## config.mk

```make
export PLATFORM = sky130hd
export DESIGN_NAME = lcf_top
export DESIGN_NICKNAME = d
export VERILOG_FILES = /design/src/lcf_pkg.sv /design/src/lcf_tick.sv /design/src/lcf_top.sv
export SDC_FILE = /design/constraint.sdc
export NUM_CORES = 1
export LEC_CHECK = 0
export ABC_CLOCK_PERIOD_IN_PS = 5700
export BUFFER_PORTS_ARGS = -buffer_cell sky130_fd_sc_hd__buf_4
export CAP_MARGIN = 20
export CORE_ASPECT_RATIO = 1.2
export CORE_MARGIN = 4
export CORE_UTILIZATION = 35
export DETAILED_ROUTE_END_ITERATION = 8
export GPL_TIMING_DRIVEN = 0
export PLACE_DENSITY = 0.53
export SLEW_MARGIN = 20
export SYNTH_ARGS = -nofsm -noshare
export SYNTH_HDL_FRONTEND = slang
export SYNTH_SLANG_ARGS = --single-unit
export TNS_END_PERCENT = 10
```

## constraint.sdc

```tcl
create_clock -name CLK -period 5.7 [get_ports CLK]
set_clock_uncertainty 0.2 [all_clocks]
set_input_delay 0.57 -clock CLK [delete_from_list [all_inputs] [get_ports CLK]]
set_output_delay 0.57 -clock CLK [all_outputs]
set_load 0.01 [all_outputs]
```

## src/lcf_pkg.sv

```systemverilog
// Package: register map, field layout, timing tables and carrier types
package lcf_pkg;

    // ------------------------------------------------------------------
    // Register map (byte addresses)
    // ------------------------------------------------------------------
    localparam logic [7:0] CFG_OFS       = 8'h00;
    localparam logic [7:0] RETRY_OFS     = 8'h04;
    localparam logic [7:0] STATUS_OFS    = 8'h08;
    localparam logic [7:0] IRQ_STAT_OFS  = 8'h0c;
    localparam logic [7:0] IRQ_MASK_OFS  = 8'h10;

    // ------------------------------------------------------------------
    // Reset values and control bit positions
    // ------------------------------------------------------------------
    localparam logic [31:0] CFG_RESET    = 32'h0000_0000;
    localparam logic [2:0]  RETRY_RESET  = 3'h0;
    localparam logic [2:0]  IRQ_RESET    = 3'h0;
    localparam int          FAULT_CLR_BIT = 8;

    // Response modes: below 8 all act on the stage, 9 and up are off
    localparam logic [3:0] MODE_FIRST_RETRY = 4'h4;
    localparam logic [3:0] MODE_HS_RETRY    = 4'h6;
    localparam logic [3:0] MODE_REPORT      = 4'h8;
    localparam logic [1:0] ACT_TRISTATE     = 2'h0;
    localparam logic [1:0] ACT_RECIRC       = 2'h1;
    localparam logic [1:0] ACT_HS_BRAKE     = 2'h2;
    localparam logic [1:0] ACT_LS_BRAKE     = 2'h3;

    // ------------------------------------------------------------------
    // Timing: one base tick of 50 us at a 10 ns clock
    // ------------------------------------------------------------------
    localparam int TICK_NS       = 50000;
    localparam int CLK_PERIOD_NS = 10;
    localparam int TICK_CYCLES   = TICK_NS / CLK_PERIOD_NS;
    localparam int TW            = 20;

    // Filter times 0.05 ms .. 1000 ms, in 50 us ticks
    localparam logic [TW-1:0] DEG_TICKS [16] = '{
        20'h00001, 20'h00002, 20'h00004, 20'h0000a,
        20'h00014, 20'h00032, 20'h00064, 20'h00096,
        20'h000c8, 20'h001f4, 20'h003e8, 20'h005dc,
        20'h007d0, 20'h00fa0, 20'h02710, 20'h04e20};

    // Retry waits 100 ms, 500 ms, 1 s .. 14 s, in 50 us ticks
    localparam logic [TW-1:0] RETRY_TICKS [16] = '{
        20'h007d0, 20'h02710, 20'h04e20, 20'h09c40,
        20'h0ea60, 20'h13880, 20'h186a0, 20'h1d4c0,
        20'h222e0, 20'h27100, 20'h2bf20, 20'h30d40,
        20'h35b60, 20'h3a980, 20'h3f7a0, 20'h445c0};

    // ------------------------------------------------------------------
    // Carrier types
    // ------------------------------------------------------------------
    typedef struct packed {
        logic       parity;
        logic [3:0] torque_ref;
        logic [3:0] comparator_lock_current_limit;
        logic [3:0] converter_lock_current_limit;
        logic [3:0] response_mode;
        logic [3:0] lock_current_filter_time;
        logic [3:0] lock_retry_wait;
        logic [6:0] other_fields;
    } lcf_cfg_type;

    typedef struct packed {
        logic       tristate;
        logic       recirc;
        logic [2:0] hs_on;
        logic [2:0] ls_on;
    } lcf_gate_type;

    typedef struct packed {
        logic retry_cleared;
        logic fault_latched;
        logic lock_detected;
    } lcf_event_type;

endpackage

```

## src/lcf_tick.sv

```systemverilog
// Module: restartable divider giving a one-cycle tick enable
module lcf_tick #(
    parameter int DIV = 5000
) (
    // Clock and reset
    input  wire logic CLK,
    input  wire logic RESETN,
    // Control and output
    input  wire logic restart,
    output logic      tick
);

    logic [31:0] cnt_r;

    // Restart keeps the first tick a full period after the restart
    always_ff @(posedge CLK or negedge RESETN)
    begin
        if (!RESETN)
            cnt_r <= 32'h0;
        else if (restart || cnt_r == 32'(DIV - 1))
            cnt_r <= 32'h0;
        else
            cnt_r <= cnt_r + 32'h1;
    end

    assign tick = !restart && cnt_r == 32'(DIV - 1);

endmodule

```

## src/lcf_top.sv

```systemverilog
// Module: lock current fault detection, response and register slave
// Notes on behaviour
// - Comparator lock limit field, bits 26-23
// - Converter lock threshold field, bits 22-19
// - Modes 0-3 latch fault, drive stage
// - Brakes turn on all high or low transistors
// - Modes 4,5,7 retry, then latch past limit
// - Retry modes keep tristate, recirculation, low brake
// - Mode 6 retries with high brake, fault shown
// - Mode 8 only reports, stage untouched
// - Modes 9-F disable detection entirely
// - Filter time field bits 14-11 selects deglitch
// - Retry wait field selects 100 ms to 14 s
module lcf_top #(
    parameter int TICK_DIV  = lcf_pkg::TICK_CYCLES,
    parameter int RETRY_W   = 3
) (
    // Clock and reset
    input  wire logic                 CLK,
    input  wire logic                 RESETN,
    // AHB-Lite slave
    input  wire logic                 HSEL,
    input  wire logic [31:0]          HADDR,
    input  wire logic [1:0]           HTRANS,
    input  wire logic                 HWRITE,
    input  wire logic [2:0]           HSIZE,
    input  wire logic [31:0]          HWDATA,
    input  wire logic                 HREADY,
    output logic                      HREADYOUT,
    output logic [31:0]               HRDATA,
    output logic                      HRESP,
    // Current sense inputs
    input  wire logic                 LOCK_CMP,
    input  wire logic                 LOCK_CONV,
    // Threshold selections to the analog paths
    output logic [3:0]                COMP_LIMIT,
    output logic [3:0]                CONV_LIMIT,
    // Output stage control, fault pin and interrupt
    output lcf_pkg::lcf_gate_type     GATE,
    output logic                      FAULT_INDICATOR_N,
    output logic                      IRQ
);

    typedef enum {ST_IDLE, ST_RETRY_WAIT, ST_LATCHED, ST_REPORT}
        lcf_state_type;

    lcf_pkg::lcf_cfg_type   cfg_r;
    logic [RETRY_W-1:0]     retry_count_limit_r;
    logic [RETRY_W-1:0]     retry_cnt_r;
    logic [2:0]             irq_stat_r;
    logic [2:0]             irq_stat_nxt;
    logic [2:0]             irq_mask_r;
    lcf_state_type          state_r;
    lcf_pkg::lcf_event_type ev;
    logic [lcf_pkg::TW-1:0] deg_cnt_r;
    logic [lcf_pkg::TW-1:0] retry_tmr_r;
    logic [3:0]             mode;
    logic                   lock_cond;
    logic                   detect;
    logic                   deg_tick;
    logic                   retry_tick;
    logic                   retry_done;
    logic                   mode_off;
    logic                   sw_clear;
    logic                   addr_ok;
    logic                   wr_pend_r;
    logic [7:0]             wr_addr_r;
    logic                   rd_stat;
    logic [31:0]            rd_data;
    logic                   fault_n_nxt;
    lcf_pkg::lcf_gate_type  gate_nxt;

    // ------------------------------------------------------------------
    // Bus slave
    // ------------------------------------------------------------------
    // Zero wait states: every transfer answers OKAY in its data phase
    assign HREADYOUT = 1'b1;
    assign HRESP     = 1'b0;
    assign addr_ok   = HSEL && HTRANS[1] && HREADY;
    always_ff @(posedge CLK or negedge RESETN)
    begin
        if (!RESETN)
        begin
            wr_pend_r <= 1'b0;
            wr_addr_r <= 8'h00;
        end
        else
        begin
            wr_pend_r <= addr_ok && HWRITE && HADDR[31:8] == 24'h0;
            wr_addr_r <= HADDR[7:0];
        end
    end
    always_comb
    begin
        rd_data = 32'h0;
        unique case (HADDR[7:0])
            lcf_pkg::CFG_OFS:      rd_data = cfg_r;
            lcf_pkg::RETRY_OFS:    rd_data[RETRY_W-1:0] = retry_count_limit_r;
            lcf_pkg::STATUS_OFS:
            begin
                rd_data[0] = state_r == ST_LATCHED;
                rd_data[1] = state_r == ST_RETRY_WAIT;
                rd_data[2] = state_r == ST_REPORT;
                rd_data[3] = lock_cond;
                rd_data[4] = !FAULT_INDICATOR_N;
                rd_data[8 +: RETRY_W] = retry_cnt_r;
            end
            lcf_pkg::IRQ_STAT_OFS: rd_data[2:0] = irq_stat_r;
            lcf_pkg::IRQ_MASK_OFS: rd_data[2:0] = irq_mask_r;
            default:               rd_data = 32'h0;
        endcase
        if (HADDR[31:8] != 24'h0)
            rd_data = 32'h0;
    end
    // Read data is sampled at the address phase so it sits in a flop
    always_ff @(posedge CLK or negedge RESETN)
    begin
        if (!RESETN)
            HRDATA <= 32'h0;
        else if (addr_ok && !HWRITE)
            HRDATA <= rd_data;
    end

    // ------------------------------------------------------------------
    // Configuration registers
    // ------------------------------------------------------------------
    always_ff @(posedge CLK or negedge RESETN)
    begin
        if (!RESETN)
            cfg_r <= lcf_pkg::CFG_RESET;
        else if (wr_pend_r && wr_addr_r == lcf_pkg::CFG_OFS)
            cfg_r <= HWDATA;
    end
    always_ff @(posedge CLK or negedge RESETN)
    begin
        if (!RESETN)
            retry_count_limit_r <= RETRY_W'(lcf_pkg::RETRY_RESET);
        else if (wr_pend_r && wr_addr_r == lcf_pkg::RETRY_OFS)
            retry_count_limit_r <= HWDATA[RETRY_W-1:0];
    end
    always_ff @(posedge CLK or negedge RESETN)
    begin
        if (!RESETN)
            irq_mask_r <= lcf_pkg::IRQ_RESET;
        else if (wr_pend_r && wr_addr_r == lcf_pkg::IRQ_MASK_OFS)
            irq_mask_r <= HWDATA[2:0];
    end
    assign sw_clear   = wr_pend_r && wr_addr_r == lcf_pkg::RETRY_OFS
                        && HWDATA[lcf_pkg::FAULT_CLR_BIT];
    assign COMP_LIMIT = cfg_r.comparator_lock_current_limit;
    assign CONV_LIMIT = cfg_r.converter_lock_current_limit;
    assign mode       = cfg_r.response_mode;
    assign mode_off   = mode > lcf_pkg::MODE_REPORT;

    // ------------------------------------------------------------------
    // Deglitch filter
    // ------------------------------------------------------------------
    // Either path over its limit counts; a disabled mode sees nothing
    assign lock_cond = (LOCK_CMP || LOCK_CONV) && !mode_off;
    lcf_tick #(
        .DIV     (TICK_DIV)
    ) u_deg_tick (
        .CLK     (CLK),
        .RESETN  (RESETN),
        .restart (!lock_cond || state_r != ST_IDLE),
        .tick    (deg_tick)
    );
    always_ff @(posedge CLK or negedge RESETN)
    begin
        if (!RESETN)
            deg_cnt_r <= '0;
        else if (!lock_cond || state_r != ST_IDLE)
            deg_cnt_r <= '0;
        else if (deg_tick && !detect)
            deg_cnt_r <= deg_cnt_r + 1'b1;
    end
    assign detect = lock_cond && state_r == ST_IDLE
        && deg_cnt_r == lcf_pkg::DEG_TICKS[cfg_r.lock_current_filter_time];

    // ------------------------------------------------------------------
    // Retry wait timer
    // ------------------------------------------------------------------
    lcf_tick #(
        .DIV     (TICK_DIV)
    ) u_retry_tick (
        .CLK     (CLK),
        .RESETN  (RESETN),
        .restart (state_r != ST_RETRY_WAIT),
        .tick    (retry_tick)
    );
    always_ff @(posedge CLK or negedge RESETN)
    begin
        if (!RESETN)
            retry_tmr_r <= '0;
        else if (state_r != ST_RETRY_WAIT)
            retry_tmr_r <= '0;
        else if (retry_tick)
            retry_tmr_r <= retry_tmr_r + 1'b1;
    end
    assign retry_done = state_r == ST_RETRY_WAIT && retry_tick
        && retry_tmr_r == lcf_pkg::RETRY_TICKS[cfg_r.lock_retry_wait] - 1'b1;

    // ------------------------------------------------------------------
    // Response state machine
    // ------------------------------------------------------------------
    always_ff @(posedge CLK or negedge RESETN)
    begin
        if (!RESETN)
            state_r <= ST_IDLE;
        else
        begin
            unique case (state_r)
                ST_IDLE:
                    if (detect)
                    begin
                        if (mode == lcf_pkg::MODE_REPORT)
                            state_r <= ST_REPORT;
                        else if (mode < lcf_pkg::MODE_FIRST_RETRY)
                            state_r <= ST_LATCHED;
                        else if (retry_cnt_r >= retry_count_limit_r)
                            state_r <= ST_LATCHED;
                        else
                            state_r <= ST_RETRY_WAIT;
                    end
                ST_RETRY_WAIT:
                    if (retry_done || mode_off)
                        state_r <= ST_IDLE;
                ST_LATCHED:
                    if (sw_clear || mode_off)
                        state_r <= ST_IDLE;
                ST_REPORT:
                    if (!lock_cond || mode != lcf_pkg::MODE_REPORT)
                        state_r <= ST_IDLE;
            endcase
        end
    end

    // Retry count survives auto clears so repeated locks hit the limit
    always_ff @(posedge CLK or negedge RESETN)
    begin
        if (!RESETN)
            retry_cnt_r <= '0;
        else if (sw_clear || (state_r == ST_IDLE && detect
                 && (mode < lcf_pkg::MODE_FIRST_RETRY
                     || retry_cnt_r >= retry_count_limit_r)))
            retry_cnt_r <= '0;
        else if (state_r == ST_IDLE && detect
                 && mode < lcf_pkg::MODE_REPORT)
            retry_cnt_r <= retry_cnt_r + 1'b1;
    end

    // ------------------------------------------------------------------
    // Output stage and fault pin
    // ------------------------------------------------------------------
    always_comb
    begin
        gate_nxt    = '0;
        fault_n_nxt = 1'b1;
        if (state_r == ST_LATCHED || state_r == ST_RETRY_WAIT)
        begin
            unique case (mode[1:0])
                lcf_pkg::ACT_TRISTATE: gate_nxt.tristate = 1'b1;
                lcf_pkg::ACT_RECIRC:   gate_nxt.recirc   = 1'b1;
                lcf_pkg::ACT_HS_BRAKE: gate_nxt.hs_on    = 3'h7;
                lcf_pkg::ACT_LS_BRAKE: gate_nxt.ls_on    = 3'h7;
            endcase
        end
        if (state_r == ST_LATCHED || state_r == ST_REPORT)
            fault_n_nxt = 1'b0;
        if (state_r == ST_RETRY_WAIT && mode == lcf_pkg::MODE_HS_RETRY)
            fault_n_nxt = 1'b0;
    end
    always_ff @(posedge CLK or negedge RESETN)
    begin
        if (!RESETN)
        begin
            GATE              <= '0;
            FAULT_INDICATOR_N <= 1'b1;
        end
        else
        begin
            GATE              <= gate_nxt;
            FAULT_INDICATOR_N <= fault_n_nxt;
        end
    end

    // ------------------------------------------------------------------
    // Interrupt status: set wins over the read clear
    // ------------------------------------------------------------------
    assign ev.lock_detected = detect;
    assign ev.fault_latched = state_r != ST_LATCHED
        && ((state_r == ST_IDLE && detect && mode < lcf_pkg::MODE_REPORT
             && (mode < lcf_pkg::MODE_FIRST_RETRY
                 || retry_cnt_r >= retry_count_limit_r)));
    assign ev.retry_cleared = retry_done;
    assign rd_stat = addr_ok && !HWRITE && HADDR == 32'(lcf_pkg::IRQ_STAT_OFS);
    assign irq_stat_nxt = (irq_stat_r & ~{3{rd_stat}}) | ev;
    always_ff @(posedge CLK or negedge RESETN)
    begin
        if (!RESETN)
            irq_stat_r <= lcf_pkg::IRQ_RESET;
        else
            irq_stat_r <= irq_stat_nxt;
    end
    assign IRQ = |(irq_stat_r & irq_mask_r);

    // ------------------------------------------------------------------
    // Checks
    // ------------------------------------------------------------------
    a_comp_limit_write: assert property (
        @(posedge CLK) disable iff (!RESETN)
        wr_pend_r && wr_addr_r == lcf_pkg::CFG_OFS
        |=> COMP_LIMIT == $past(HWDATA[26:23]))
        else $error("comparator limit not taken from write");
    a_conv_limit_write: assert property (
        @(posedge CLK) disable iff (!RESETN)
        wr_pend_r && wr_addr_r == lcf_pkg::CFG_OFS
        |=> CONV_LIMIT == $past(HWDATA[22:19]))
        else $error("converter limit not taken from write");
    a_latch_direct: assert property (
        @(posedge CLK) disable iff (!RESETN)
        detect && mode < 4'h4 && !sw_clear
        |=> state_r == ST_LATCHED ##1 !FAULT_INDICATOR_N)
        else $error("direct mode did not latch with fault pin");
    a_hs_brake_all: assert property (
        @(posedge CLK) disable iff (!RESETN)
        (state_r == ST_LATCHED && mode == 4'h2)[*2]
        |-> GATE.hs_on == 3'h7 && GATE.ls_on == 3'h0)
        else $error("high-side brake not applied on all phases");
    a_retry_limit: assert property (
        @(posedge CLK) disable iff (!RESETN)
        detect && mode == 4'h5 && retry_cnt_r >= retry_count_limit_r
        |=> state_r == ST_LATCHED && retry_cnt_r == '0)
        else $error("retry limit did not latch the fault");
    a_retry_tristate: assert property (
        @(posedge CLK) disable iff (!RESETN)
        (state_r == ST_RETRY_WAIT && mode == 4'h4)[*2]
        |-> GATE.tristate && FAULT_INDICATOR_N)
        else $error("retry tristate stage wrong");
    a_hs_retry_fault: assert property (
        @(posedge CLK) disable iff (!RESETN)
        (state_r == ST_RETRY_WAIT && mode == 4'h6)[*2]
        |-> !FAULT_INDICATOR_N && GATE.hs_on == 3'h7)
        else $error("high-side retry lacks fault or brake");
    a_report_only: assert property (
        @(posedge CLK) disable iff (!RESETN)
        (state_r == ST_REPORT)[*2] |-> GATE == '0 && !FAULT_INDICATOR_N)
        else $error("report mode touched the output stage");
    a_disabled_idle: assert property (
        @(posedge CLK) disable iff (!RESETN)
        mode > 4'h8 |=> state_r == ST_IDLE || $past(state_r) != ST_IDLE)
        else $error("disabled mode left idle");
    a_filter_restart: assert property (
        @(posedge CLK) disable iff (!RESETN)
        !lock_cond |=> deg_cnt_r == '0 && !detect)
        else $error("filter did not restart on drop");
    a_filter_time: assert property (
        @(posedge CLK) disable iff (!RESETN)
        detect |-> deg_cnt_r ==
            lcf_pkg::DEG_TICKS[cfg_r.lock_current_filter_time])
        else $error("detection before filter time");

endmodule

```

==> results.sh <==
export IMPL_critPathRequiredTime_ps=5870
export IMPL_ir_worst_vdd_v=0.000194
export IMPL_startpoint="cfg_r[7]$_DFFE_PN0P_"
export IMPL_clock_sinks=196
export IMPL_seq_area_frac_synth_pct=45.7
export IMPL_crit_chain="clkbuf_1 > inv_1 > ha_1 > nor3_1 > or2_2 > ha_1 > nand2_1 > a2111oi_4 > and3b_1 > and4_1 > o21ai_0 > nand4b_2 > or4_1 > nand3_1"
export IMPL_hold_buffers=1
export IMPL_synth_cells=1085
export IMPL_clock_latency_ps=440
export IMPL_gp_congestion=0.848
export IMPL_fillerInstances=3012
export IMPL_syn_area_per_cell_um2=9.90
export IMPL_syn_area_mm2=0.0107
export IMPL_track_usage_pct=16.2
export IMPL_core_rowCount=70
export IMPL_post_route_period_util_pct=72.8
export IMPL_h_tree_depth=4
export IMPL_dieWidth_um=168
export IMPL_tns_ps=0
export IMPL_drc=0
export IMPL_wl_per_cell_um=16.3
export IMPL_synthTopCellsByArea="dfrtp_1, xor2_1, xnor2_1"
export IMPL_n_antenna_cell=0
export IMPL_cp_common_cell="ha_1"
export IMPL_die_y_um=200
export IMPL_crit_slowest_cell="or4_1"
export IMPL_ys_types=78
export IMPL_end_kind="flip-flop"
export IMPL_status="finished clean"
export IMPL_synth_seq_cells=196
export IMPL_critPathBufInv=2
export IMPL_dp_cells=1604
export IMPL_grt_pass1_vias=8389
export IMPL_drt_wl_total_um=26700
export IMPL_syn_nets=1190
export IMPL_path_class="flip-flop to flip-flop"
export IMPL_r2r_end="state_r[0]$_DFFE_PN0P_"
export IMPL_rsz0062_at_grt="false"
export IMPL_fin_cells=1637
export IMPL_synth_edff_count=0
export IMPL_p_per_area_mw_per_mm2=222
export IMPL_crit_cells=14
export IMPL_start_kind="flip-flop"
export IMPL_dieArea_mm2=0.0336
export IMPL_worst_r2r_cell_count=14
export IMPL_hp_start="HADDR[1]"
export IMPL_min_to="wr_addr_r[1]$_DFF_PN0_"
export IMPL_relSlewSlack_pct=43.4
export IMPL_cts_root_buf="clkbuf_16"
export IMPL_ys_flop_type="dfrtp_1"
export IMPL_worst_slew_pin_slew_ps=849
export IMPL_postCtsSetupRepairBufs=0
export IMPL_tritoncts="built"
export IMPL_p_leak_nw=5.81
export IMPL_yosysTopAreaCell="dfrtp_1"
export IMPL_drtIter0Drc=396
export IMPL_num_io_pins=128
export IMPL_fin_total_pwr_w=0.00285
export IMPL_grt_pass1_wl_um=44100
export IMPL_nets=1333
export IMPL_antenna_found_initial=0
export IMPL_hold_path_class="primary input to flip-flop"
export IMPL_setup_violations_final=0
export IMPL_grt_max_degree=81
export IMPL_grt_ovfl_total=0
export IMPL_clkSlewWorstSetupHoldPaths_ps=70
export IMPL_dp_hpwl_um=20100
export IMPL_numCtsBuffers=17
export IMPL_critical_path_top_delay_family="simple AND/OR/NAND/NOR gates"
export IMPL_r2r_start="cfg_r[7]$_DFFE_PN0P_"
export IMPL_cap_viol_max_count=0
export IMPL_yosys_warnings=0
export IMPL_vias_per_cell=5.12
export IMPL_async_reset_ff_share_pct=100
export IMPL_period_needed_ps=4150
export IMPL_initial_core_util_pct=35.3
export IMPL_whs_path_depth=1
export IMPL_vias=8377
export IMPL_clock_path_buffers=2
export IMPL_slowest_delay_ps=560
export IMPL_port_buffers=121
export IMPL_report_final_hold_viol_count=0
export IMPL_drive_above_1_share_pct=19.2
export IMPL_post_cts_resized=0
export IMPL_drv_slew=0
export IMPL_core_mm2=0.0304
export IMPL_yosys_area_top_type_share_pct=45.4
export IMPL_r2r_slack_ps=1550
export IMPL_ant_nets=0
export IMPL_crit_arrival_ps=4320
export IMPL_crit_fanout=9
export IMPL_dr_pass1_iters=5
export IMPL_hold_worst_slack_ps=46.5
export IMPL_synthToLayoutAreaGrowth_pct=19.4
export IMPL_max_freq_mhz=241
per-layer routing:
metal	GRT usage [%]	share of wire [%]
met3	3.25	4.6
met2	27.0	47
met5	0	0
met4	4.18	1.5
met1	21.9	47
registers in the layout (all words and copies together), names as in the netlist, 4 cells and up:
name / cells
deg_cnt_r: 20
COMP_LIMIT: 4
u_deg_tick.cnt_r: 32
u_retry_tick.cnt_r: 32
HRDATA: 32
retry_tmr_r: 20
cfg_r: 20
mode: 4
GATE: 4
CONV_LIMIT: 4
wr_addr_r: 8
area by class of cell:
class	instances	area (um2)	area share (%)
Tap cell	396	495	3.86
Clock buffer	18	429	3.35
Buffer	58	313	2.44
Clock inverter	14	179	1.40
Timing Repair Buffer	124	981	7.65
Sequential cell	196	4910	38.3
Inverter	31	116	0.907
Multi-Input combinational cell	800	5400	42.1
cell usage after synthesis, types with 5 or more instances:
master    count
or2_2         6
dfrtp_1     195
a21boi_0      6
nand2b_1      9
and4_1       10
inv_1        31
nand3_1      50
buf_2        10
mux2_2       32
a31oi_1       7
nor4b_1       7
or3_1        12
o21a_1        5
mux2i_1      16
buf_4        14
a21oi_1      12
nand2_1      82
and2_1       26
clkbuf_1     30
xnor2_1      50
a22o_1       24
and3_1       20
nor3b_1       5
nand4_1      37
ha_1         29
nor3_1       23
nor2_1      114
nor2b_1      13
nor4_1       26
o21ai_0      47
xor2_1       64
layout by cell type, fill, tap and decap left out, types with 6 or more instances in the layout:
| cell | instances |
|---|---|
| and3_1 | 20 |
| a21oi_1 | 12 |
| nor3_1 | 23 |
| nor4_1 | 26 |
| buf_2 | 10 |
| xor2_1 | 64 |
| clkbuf_1 | 31 |
| nand2_1 | 82 |
| nand2b_1 | 9 |
| o21ai_0 | 47 |
| a22o_1 | 24 |
| a21boi_0 | 6 |
| clkinvlp_4 | 6 |
| nor2_1 | 114 |
| dfrtp_1 | 195 |
| mux2i_1 | 16 |
| a31oi_1 | 7 |
| mux2_2 | 32 |
| and2_1 | 26 |
| nand4_1 | 37 |
| or3_1 | 12 |
| buf_4 | 134 |
| inv_1 | 31 |
| nand3_1 | 50 |
| nor2b_1 | 13 |
| and4_1 | 10 |
| xnor2_1 | 50 |
| or2_2 | 6 |
| nor4b_1 | 7 |
| ha_1 | 29 |
| clkbuf_16 | 17 |
worst max-delay path by stage:
stage	endpoint	slack (ps)
final	state_r[0]$_DFFE_PN0P_	1550
after global routing	state_r[1]$_DFFE_PN0P_	1220
after CTS	state_r[0]$_DFFE_PN0P_	1520
after detailed placement	state_r[0]$_DFFE_PN0P_	1570
after global placement	state_r[1]$_DFFE_PN0P_	1550
after floorplan	state_r[0]$_DFFE_PN0P_	2260
kinds of logic after synthesis:
kind of cell / Yosys count / synth area share [%]
simple gates: 464 / 22.8
flops: 196 / 45.7
compound gates: 140 / 9.39
xor+xnor: 114 / 9.30
buf+inv: 89 / 4.00
mux: 51 / 5.41
fa+ha+maj: 29 / 3.38
other cells: 2 / 0.0699
per-stage QoR:
step	setup WS (ps)	util, %	cell area [um2]
2_1_floorplan	2260	-	10700
3_3_place_gp	1550	40.0	12100
3_5_place_dp	1570	40.2	12200
4_1_cts	1520	42.2	12800
5_1_grt	1220	42.2	12800
6_report	1550	42.2	12800
where the power goes:
group          switching, W  leakage (nW)  internal [W]
clock network      0.000562         0.275      0.000695
logic             0.0000886          2.88     0.0000721
registers         0.0000231          2.66       0.00141
Note: power is estimated with default switching activity, not from simulation.
